`src/rtl/cpr_params.svh`:
```
// Register offset, field positions and reset value of the comparator pair bank
`ifndef CPR_PARAMS_SVH
`define CPR_PARAMS_SVH

`define CPR_CSTS_OFF 32'h0000_001c
`define CPR_CSTS_RST 32'h0000_0000

`define CPR_A_EN 0
`define CPR_A_SW 1
`define CPR_A_SPD 2
`define CPR_A_MSEL 4
`define CPR_A_RSV 7
`define CPR_A_ROUTE 8
`define CPR_A_FLIP 11
`define CPR_A_HYS 12
`define CPR_A_LVL 14
`define CPR_A_FRZ 15
`define CPR_B_EN 16
`define CPR_B_RSV 17
`define CPR_B_SPD 18
`define CPR_B_MSEL 20
`define CPR_B_WIN 23
`define CPR_B_ROUTE 24
`define CPR_B_FLIP 27
`define CPR_B_HYS 28
`define CPR_B_LVL 30
`define CPR_B_FRZ 31

`endif

```
`src/rtl/cpr_pkg.sv`:
```
// Types shared by the comparator pair control bank
package cpr_pkg;
  typedef enum logic [1:0] {CPR_SPD_HIGH, CPR_SPD_MED, CPR_SPD_LOW, CPR_SPD_VLOW} cpr_speed_t;
  typedef enum logic [1:0] {CPR_HYS_NONE, CPR_HYS_LOW, CPR_HYS_MED, CPR_HYS_HIGH} cpr_hyst_t;
  typedef enum logic [2:0] {
    CPR_MS_QUARTER, CPR_MS_HALF, CPR_MS_3QUARTER, CPR_MS_FULL,
    CPR_MS_PIN4, CPR_MS_PIN5, CPR_MS_PIN6, CPR_MS_RSVD
  } cpr_msel_t;
  typedef enum logic [2:0] {
    CPR_RT_NONE, CPR_RT_T1_BRK, CPR_RT_T1_CAP1, CPR_RT_T1_OCLR,
    CPR_RT_T2_CAP4, CPR_RT_T2_OCLR, CPR_RT_T3_CAP1, CPR_RT_T3_OCLR
  } cpr_route_t;

  // One-hot timer destination, bit n-1 for route code n; none gives zero
  function automatic logic [6:0] cpr_route_onehot(input cpr_route_t r);
    logic [6:0] oh;
    oh = 7'h00;
    case (r)
      CPR_RT_NONE: oh = 7'h00;
      default: oh = 7'h01 << (3'(r) - 3'h1);
    endcase
    return oh;
  endfunction
endpackage

```
`src/rtl/cpr_ctrl_bank.sv`:
```
// Control and status register bank for a pair of analog comparators
// Notes on behaviour
// - One 32-bit word at 0x1c, resets zero
// - Control fields writable unless their lane frozen
// - Bit 0 drives comparator A enable
// - Bit 1 closes A plus-to-converter switch
// - Bits 3:2 pick A speed/power mode
// - Bits 6:4 pick A minus input source
// - Bits 10:8 route A output to timers
// - Bit 11 inverts A output polarity
// - Bits 13:12 set A hysteresis level
// - Bit 14 reads A level after polarity
// - Bit 15 A freeze, set once, reset clears
// - Frozen A ignores writes, keeps reading back
// - Bit 16 drives comparator B enable
// - Bits 19:18 pick B speed/power mode
// - Bits 22:20 pick B minus input source
// - Bit 23 joins pair as window comparator
// - Bits 26:24 route B output to timers
// - Window ties plus inputs, drops B pin
// - Bit 27 inverts B output polarity
// - Bits 29:28 set B hysteresis level
// - Bit 31 B freeze, makes B read-only
//
// The implementer's own choice: the plain strobed port.
`timescale 1ns/1ps
`include "cpr_params.svh"
module cpr_ctrl_bank
  import cpr_pkg::*;
#(
  parameter int ADDR_W = 8
) (
  input wire logic clk, // Peripheral clock, 125 MHz
  input wire logic nrst, // System reset, active low, asynchronous
  input wire logic clk_en, // Freezes all state but the reset release while low
  input wire logic [ADDR_W-1:0] reg_addr, // Byte address
  input wire logic [31:0] reg_wdata, // Write data
  input wire logic reg_wr, // Write strobe
  input wire logic reg_rd, // Read strobe
  output logic [31:0] reg_rdata, // Read data, cycle after strobe
  input wire logic cmp_a_raw, // Raw comparator A output
  input wire logic cmp_b_raw, // Raw comparator B output
  output logic cmp_a_enable, // Comparator A on
  output logic cmp_a_dac_switch, // A plus input to converter pin
  output cpr_speed_t cmp_a_speed_power, // A speed/power mode
  output cpr_msel_t cmp_a_minus_select, // A minus input source
  output cpr_route_t cmp_a_route, // A output route
  output logic cmp_a_polarity_flip, // A polarity flip
  output cpr_hyst_t cmp_a_hysteresis, // A hysteresis
  output logic cmp_a_freeze, // A fields locked
  output logic cmp_a_level, // A level after polarity
  output logic [6:0] cmp_a_dest, // A level on its timer input
  output logic cmp_b_enable, // Comparator B on
  output cpr_speed_t cmp_b_speed_power, // B speed/power mode
  output cpr_msel_t cmp_b_minus_select, // B minus input source
  output cpr_route_t cmp_b_route, // B output route
  output logic cmp_b_polarity_flip, // B polarity flip
  output cpr_hyst_t cmp_b_hysteresis, // B hysteresis
  output logic cmp_b_freeze, // B fields locked
  output logic cmp_b_level, // B level after polarity
  output logic [6:0] cmp_b_dest, // B level on its timer input
  output logic window_pair_enable, // Window mode
  output logic plus_inputs_tied, // A and B plus inputs joined
  output logic cmp_b_pin_connect // B plus input on its own pin
);
  if (ADDR_W < 5 || ADDR_W > 32) begin : g_bad_addr_w
    $error("cpr_ctrl_bank: ADDR_W must lie in 5..32");
  end

  logic [1:0] rst_pipe_q;
  logic rst_n_q;
  logic hit;
  logic wr_hit;
  logic [1:0] lvl_sync;
  logic a_lvl_q;
  logic b_lvl_q;
  logic [31:0] csts_word;
  logic [31:0] rdata_q;
  logic [6:0] a_dest_q;
  logic [6:0] b_dest_q;

  // Reset release only; kept free of clk_en so reset always ends
  always_ff @(posedge clk or negedge nrst) begin
    if (!nrst) begin
      rst_pipe_q <= 2'b00;
    end else begin
      rst_pipe_q <= {rst_pipe_q[0], 1'b1};
    end
  end
  assign rst_n_q = rst_pipe_q[1];

  assign hit = (reg_addr == ADDR_W'(`CPR_CSTS_OFF));
  assign wr_hit = reg_wr && hit;

  cpr_lane u_lane_a (
    .clk(clk),
    .rst_n(rst_n_q),
    .clk_en(clk_en),
    .wr_hit(wr_hit),
    .en_in(reg_wdata[`CPR_A_EN]),
    .aux_in(reg_wdata[`CPR_A_SW]),
    .spd_in(cpr_speed_t'(reg_wdata[`CPR_A_SPD +: 2])),
    .msel_in(cpr_msel_t'(reg_wdata[`CPR_A_MSEL +: 3])),
    .route_in(cpr_route_t'(reg_wdata[`CPR_A_ROUTE +: 3])),
    .flip_in(reg_wdata[`CPR_A_FLIP]),
    .hys_in(cpr_hyst_t'(reg_wdata[`CPR_A_HYS +: 2])),
    .frz_in(reg_wdata[`CPR_A_FRZ]),
    .en_q(cmp_a_enable),
    .aux_q(cmp_a_dac_switch),
    .spd_q(cmp_a_speed_power),
    .msel_q(cmp_a_minus_select),
    .route_q(cmp_a_route),
    .flip_q(cmp_a_polarity_flip),
    .hys_q(cmp_a_hysteresis),
    .frz_q(cmp_a_freeze)
  );

  // Window enable belongs to the B lane, so the B freeze guards it too
  cpr_lane u_lane_b (
    .clk(clk),
    .rst_n(rst_n_q),
    .clk_en(clk_en),
    .wr_hit(wr_hit),
    .en_in(reg_wdata[`CPR_B_EN]),
    .aux_in(reg_wdata[`CPR_B_WIN]),
    .spd_in(cpr_speed_t'(reg_wdata[`CPR_B_SPD +: 2])),
    .msel_in(cpr_msel_t'(reg_wdata[`CPR_B_MSEL +: 3])),
    .route_in(cpr_route_t'(reg_wdata[`CPR_B_ROUTE +: 3])),
    .flip_in(reg_wdata[`CPR_B_FLIP]),
    .hys_in(cpr_hyst_t'(reg_wdata[`CPR_B_HYS +: 2])),
    .frz_in(reg_wdata[`CPR_B_FRZ]),
    .en_q(cmp_b_enable),
    .aux_q(window_pair_enable),
    .spd_q(cmp_b_speed_power),
    .msel_q(cmp_b_minus_select),
    .route_q(cmp_b_route),
    .flip_q(cmp_b_polarity_flip),
    .hys_q(cmp_b_hysteresis),
    .frz_q(cmp_b_freeze)
  );

  assign plus_inputs_tied = window_pair_enable;
  assign cmp_b_pin_connect = !window_pair_enable;

  cpr_sync #(
    .W(2)
  ) u_sync (
    .clk(clk),
    .rst_n(rst_n_q),
    .clk_en(clk_en),
    .d({cmp_b_raw, cmp_a_raw}),
    .q(lvl_sync)
  );

  // Polarity applied after the synchroniser so a flip takes one cycle
  always_ff @(posedge clk or negedge rst_n_q) begin
    if (!rst_n_q) begin
      a_lvl_q <= 1'b0;
      b_lvl_q <= 1'b0;
    end else if (clk_en) begin
      a_lvl_q <= lvl_sync[0] ^ cmp_a_polarity_flip;
      b_lvl_q <= lvl_sync[1] ^ cmp_b_polarity_flip;
    end
  end
  assign cmp_a_level = a_lvl_q;
  assign cmp_b_level = b_lvl_q;

  always_ff @(posedge clk or negedge rst_n_q) begin
    if (!rst_n_q) begin
      a_dest_q <= 7'h00;
      b_dest_q <= 7'h00;
    end else if (clk_en) begin
      a_dest_q <= cpr_route_onehot(cmp_a_route) & {7{a_lvl_q}};
      b_dest_q <= cpr_route_onehot(cmp_b_route) & {7{b_lvl_q}};
    end
  end
  assign cmp_a_dest = a_dest_q;
  assign cmp_b_dest = b_dest_q;

  // B level stays off the word; bit 30 reads zero like the reserved bits
  always_comb begin
    csts_word = `CPR_CSTS_RST;
    csts_word[`CPR_A_EN] = cmp_a_enable;
    csts_word[`CPR_A_SW] = cmp_a_dac_switch;
    csts_word[`CPR_A_SPD +: 2] = cmp_a_speed_power;
    csts_word[`CPR_A_MSEL +: 3] = cmp_a_minus_select;
    csts_word[`CPR_A_ROUTE +: 3] = cmp_a_route;
    csts_word[`CPR_A_FLIP] = cmp_a_polarity_flip;
    csts_word[`CPR_A_HYS +: 2] = cmp_a_hysteresis;
    csts_word[`CPR_A_LVL] = a_lvl_q;
    csts_word[`CPR_A_FRZ] = cmp_a_freeze;
    csts_word[`CPR_B_EN] = cmp_b_enable;
    csts_word[`CPR_B_SPD +: 2] = cmp_b_speed_power;
    csts_word[`CPR_B_MSEL +: 3] = cmp_b_minus_select;
    csts_word[`CPR_B_WIN] = window_pair_enable;
    csts_word[`CPR_B_ROUTE +: 3] = cmp_b_route;
    csts_word[`CPR_B_FLIP] = cmp_b_polarity_flip;
    csts_word[`CPR_B_HYS +: 2] = cmp_b_hysteresis;
    csts_word[`CPR_B_FRZ] = cmp_b_freeze;
  end

  // Data stands one cycle only; unmapped reads give zero
  always_ff @(posedge clk or negedge rst_n_q) begin
    if (!rst_n_q) begin
      rdata_q <= 32'h0000_0000;
    end else if (clk_en) begin
      rdata_q <= (reg_rd && hit) ? csts_word : 32'h0000_0000;
    end
  end
  assign reg_rdata = rdata_q;
endmodule

```
`src/rtl/cpr_lane.sv`:
```
// Control fields of one comparator with its write-once freeze
`timescale 1ns/1ps
module cpr_lane
  import cpr_pkg::*;
(
  input wire logic clk, // Peripheral clock
  input wire logic rst_n, // Synchronised reset, active low
  input wire logic clk_en, // Freezes all state while low
  input wire logic wr_hit, // Write strobe to the control word
  input wire logic en_in, // New enable
  input wire logic aux_in, // New extra bit (switch or window)
  input wire cpr_speed_t spd_in, // New speed/power
  input wire cpr_msel_t msel_in, // New minus input select
  input wire cpr_route_t route_in, // New output route
  input wire logic flip_in, // New polarity flip
  input wire cpr_hyst_t hys_in, // New hysteresis
  input wire logic frz_in, // Freeze request
  output logic en_q, // Enable
  output logic aux_q, // Extra bit
  output cpr_speed_t spd_q, // Speed/power
  output cpr_msel_t msel_q, // Minus input select
  output cpr_route_t route_q, // Output route
  output logic flip_q, // Polarity flip
  output cpr_hyst_t hys_q, // Hysteresis
  output logic frz_q // Freeze state
);
  always_ff @(posedge clk or negedge rst_n) begin
    if (!rst_n) begin
      en_q <= 1'b0;
      aux_q <= 1'b0;
      spd_q <= CPR_SPD_HIGH;
      msel_q <= CPR_MS_QUARTER;
      route_q <= CPR_RT_NONE;
      flip_q <= 1'b0;
      hys_q <= CPR_HYS_NONE;
    end else if (clk_en && wr_hit && !frz_q) begin
      en_q <= en_in;
      aux_q <= aux_in;
      spd_q <= spd_in;
      msel_q <= msel_in;
      route_q <= route_in;
      flip_q <= flip_in;
      hys_q <= hys_in;
    end
  end

  // Only a reset clears it; a write of zero has no effect
  always_ff @(posedge clk or negedge rst_n) begin
    if (!rst_n) begin
      frz_q <= 1'b0;
    end else if (clk_en && wr_hit && frz_in) begin
      frz_q <= 1'b1;
    end
  end
endmodule

```
`src/rtl/cpr_sync.sv`:
```
// Two-flop synchroniser for the raw comparator levels
`timescale 1ns/1ps
module cpr_sync #(
  parameter int W = 1
) (
  input wire logic clk, // Peripheral clock
  input wire logic rst_n, // Synchronised reset, active low
  input wire logic clk_en, // Freezes both stages while low
  input wire logic [W-1:0] d, // Asynchronous levels
  output logic [W-1:0] q // Synchronised levels
);
  if (W < 1) begin : g_bad_w
    $error("cpr_sync: W must be at least 1");
  end

  logic [W-1:0] meta_q;

  always_ff @(posedge clk or negedge rst_n) begin
    if (!rst_n) begin
      meta_q <= '0;
      q <= '0;
    end else if (clk_en) begin
      meta_q <= d;
      q <= meta_q;
    end
  end
endmodule

```
`config.mk`:
```
export PLATFORM = sky130hd
export DESIGN_NAME = cpr_ctrl_bank
export DESIGN_NICKNAME = d
export VERILOG_FILES = /design/src/rtl/cpr_pkg.sv /design/src/rtl/cpr_ctrl_bank.sv /design/src/rtl/cpr_lane.sv /design/src/rtl/cpr_sync.sv
export VERILOG_INCLUDE_DIRS = /design/src /design/src/rtl
export SDC_FILE = /design/constraint.sdc
export NUM_CORES = 1
export LEC_CHECK = 0
export BUFFER_PORTS_ARGS = -buffer_cell sky130_fd_sc_hd__buf_2
export CAP_MARGIN = 20
export CORE_ASPECT_RATIO = 0.75
export CORE_MARGIN = 8
export CORE_UTILIZATION = 35
export DETAILED_ROUTE_END_ITERATION = 12
export SYNTH_ARGS = -nofsm -noshare
export SYNTH_HDL_FRONTEND = slang
export SYNTH_SLANG_ARGS = --single-unit
```
`constraint.sdc`:
```
create_clock -name clk -period 2.8 [get_ports clk]
set_input_delay 0.56 -clock clk [delete_from_list [all_inputs] [get_ports clk]]
set_output_delay 0.56 -clock clk [all_outputs]
set_load 0.01 [all_outputs]
```
==> impl_metrics.ini <==
[final_layout]
syn_to_final_growth_pct = 29.7
n_fill_cell = 938
diodes = 0
drive_gt1_frac = 0.445
layout_commonest_cell = buf_2
final_nets = 449
layout.cells.most_common_list = buf_2 (116), dfrtp_1 (78), inv_1 (45)

[yosys]
netlist_area_sq_mm = 0.00338
synth-seq-area-share = 0.584
synthCells = 284
syn_area_per_cell_sq_um = 11.9
yosysWarnings = 0
ys_async_sr_fraction = 1.00
ys_types = 28
synth_ff_type = dfrtp_1
synth_edf_count = 0
synth-seq-cells = 79

[drt]
vias_per_cell = 4.41
wirelength_microns = 7950
dr_total_vias = 2378
drc = 0
met1Wirelength_microns = 3450
maxUsedRoutingLayer = met4
route.met2.wl_microns = 3650
drtIter0Drc = 203
first_pass_iters = 4
post_drt_wl_per_cell_microns = 14.7
antenna_left = 0
wl_met3_microns = 769

[floorplan]
num_rows = 31
die_area_sq_mm = 0.0131
core_sq_mm = 0.00954
die-height_microns = 101
die_w_microns = 130
start_util = 0.355
io_pins = 125

[pwr]
p_leak_nw = 2.19
total_power_mw = 2.50
power.density_mw_per_mm2 = 570
peakVddDrop_uv = 329

[cts]
ctsHoldBuffers = 1
clk_path_buf_depth = 2
h-tree-depth = 3
cts_buffers = 9
cts_tree = yes
post_cts_resized = 0
cts_sinks = 79
root_buffer = clkbuf_16
post_cts_buffers = 0
clk_pin_slew_ns = 0.06
clock_latency_ns = 0.33

[timing]
period_share = 0.697
max_freq_ghz = 0.512
drv_slew = 0
skew_ns = 0.00658
rsz0062_at_grt = false
hold_ws_ns = 0.171
fin_tns_setup_ns = 0
finalCriticalPeriod_ns = 1.95
finalWorstSetupSlack_ns = 0.848
finalSetupViolations = 0
hold_viol = 0

[global_route]
grt_util_all_layers = 0.127
gr-total-overflow = 0
grt_pass1_vias = 2473
antenna_found_initial = 0
grt_pass1_wl_microns = 13000
grt_max_degree = 78

[job]
drv_cap = 0

[place]
port_buffers = 117
place_congestion = 0.688
dp_hpwl_microns = 5560
place_ws_ns = 0.482

[worst_setup_path]
crit_slowest_cell = or4b_4
critPathMaxFanout = 13
endpoint_kind = register
cp_cell_sequence = buf_2 -> or4b_4 -> nor4_4 -> buf_4 -> mux2_2
cp_data_arrival_time_ns = 2.16
worstPathRequired_ns = 3.01
slowest_delay_ns = 0.58
worstSetupStartpointType = input pin
critical_path_class = in2reg

[worst_hold_path]
min_path_type = reg2async

[run_status]
status = finished, final reports clean
[critical path: cells and delay by family]
kind	cells	cell delay, ns
buffers and inverters	2	0.39
AND/OR/NAND/NOR	2	0.84
multiplexers	1	0.36
[sequential cells by signal (all words and copies together), names as in the netlist, 2 cells and up]
signal and flops:
u_sync.q 2, cmp_b_dest 7, u_lane_a.spd_q 2, u_lane_a.msel_q 3, cmp_a_dest 7, u_lane_a.route_q 3
u_sync.meta_q 2, u_lane_b.msel_q 3, u_lane_b.hys_q 2, u_lane_b.route_q 3, reg_rdata 29, u_lane_a.hys_q 2
u_lane_b.spd_q 2, rst_pipe_q 2
[metal layers]
layer / up-vias / global-route usage
met1: 1123 / 0.161
met4: 0 / 0.0347
met5: - / 0
met2: 71 / 0.191
li1: 1175 / -
met3: 9 / 0.0600
[cells by family (layout without fill, tap and decap cells)]
group / count (synthesis) / in the layout / synth area share
other: 2 / 4 / 0.00222
buffers and inverters: 64 / 185 / 0.0869
DFF: 79 / 79 / 0.584
xor gates and xnor gates: 2 / 2 / 0.00518
AOI/OAI and AO/OA: 45 / 45 / 0.0972
and+or+nand+nor: 60 / 60 / 0.0965
muxes: 32 / 32 / 0.128
[synth_stat cells, types with 6 or more instances]
cell type  number  area share
o22ai_2        10       0.037
dfrtp_1        79        0.58
nor2b_1         6       0.011
nand2_1        30       0.033
nand4_1        10       0.018
inv_1          45       0.050
clkbuf_1        9       0.010
o21ai_0        12       0.018
o22ai_1        19       0.035
mux2_2         10       0.033
mux2_4         20       0.089
[stage by stage]
stage	instance area, sq um	std cells	utilization
after CTS	4360	538	0.457
after floorplan	3390	286	-
after global placement	4060	521	0.426
after global routing	4390	539	0.460
after detailed placement	4060	521	0.426
final	4390	539	0.460
[area by class of cell]
type / count / area, sq um / share of cell area
flip-flops and latches: 79 / 1980 / 0.451
clock buffers: 12 / 246 / 0.0561
clock inverters: 4 / 45.0 / 0.0103
well taps: 132 / 165 / 0.0376
inverters: 45 / 169 / 0.0385
multi-input cells: 143 / 1120 / 0.255
repair buffers: 124 / 663 / 0.151
[power breakdown]
group	switching, mW	internal [mW]
clock	0.435	0.710
combinational	0.0841	0.0720
sequential	0.0319	1.17
total	0.551	1.95
[worst paths after layout]
check	to	slack, ns	from	depth (start not counted)
min in group clk	rst_pipe_q[1]$_DFF_PN0_	0.35	rst_pipe_q[0]$_DFF_PN0_	0
worst max-delay path	u_lane_b.msel_q[1]$_DFFE_PN0P_	0.85	reg_addr[5]	5
worst min-delay path	u_lane_b.frz_q$_DFFE_PN0P_	0.17	rst_pipe_q[1]$_DFF_PN0_	0
worst min register to register	u_lane_b.frz_q$_DFFE_PN0P_	0.17	rst_pipe_q[1]$_DFF_PN0_	0
worst max register to register	u_lane_b.msel_q[1]$_DFFE_PN0P_	1.30	u_lane_b.frz_q$_DFFE_PN0P_	3
max in group asynchronous	cmp_a_dest[1]$_DFFE_PN0P_	2.04	rst_pipe_q[1]$_DFF_PN0_	1
Power figures use the tool's default switching activity.
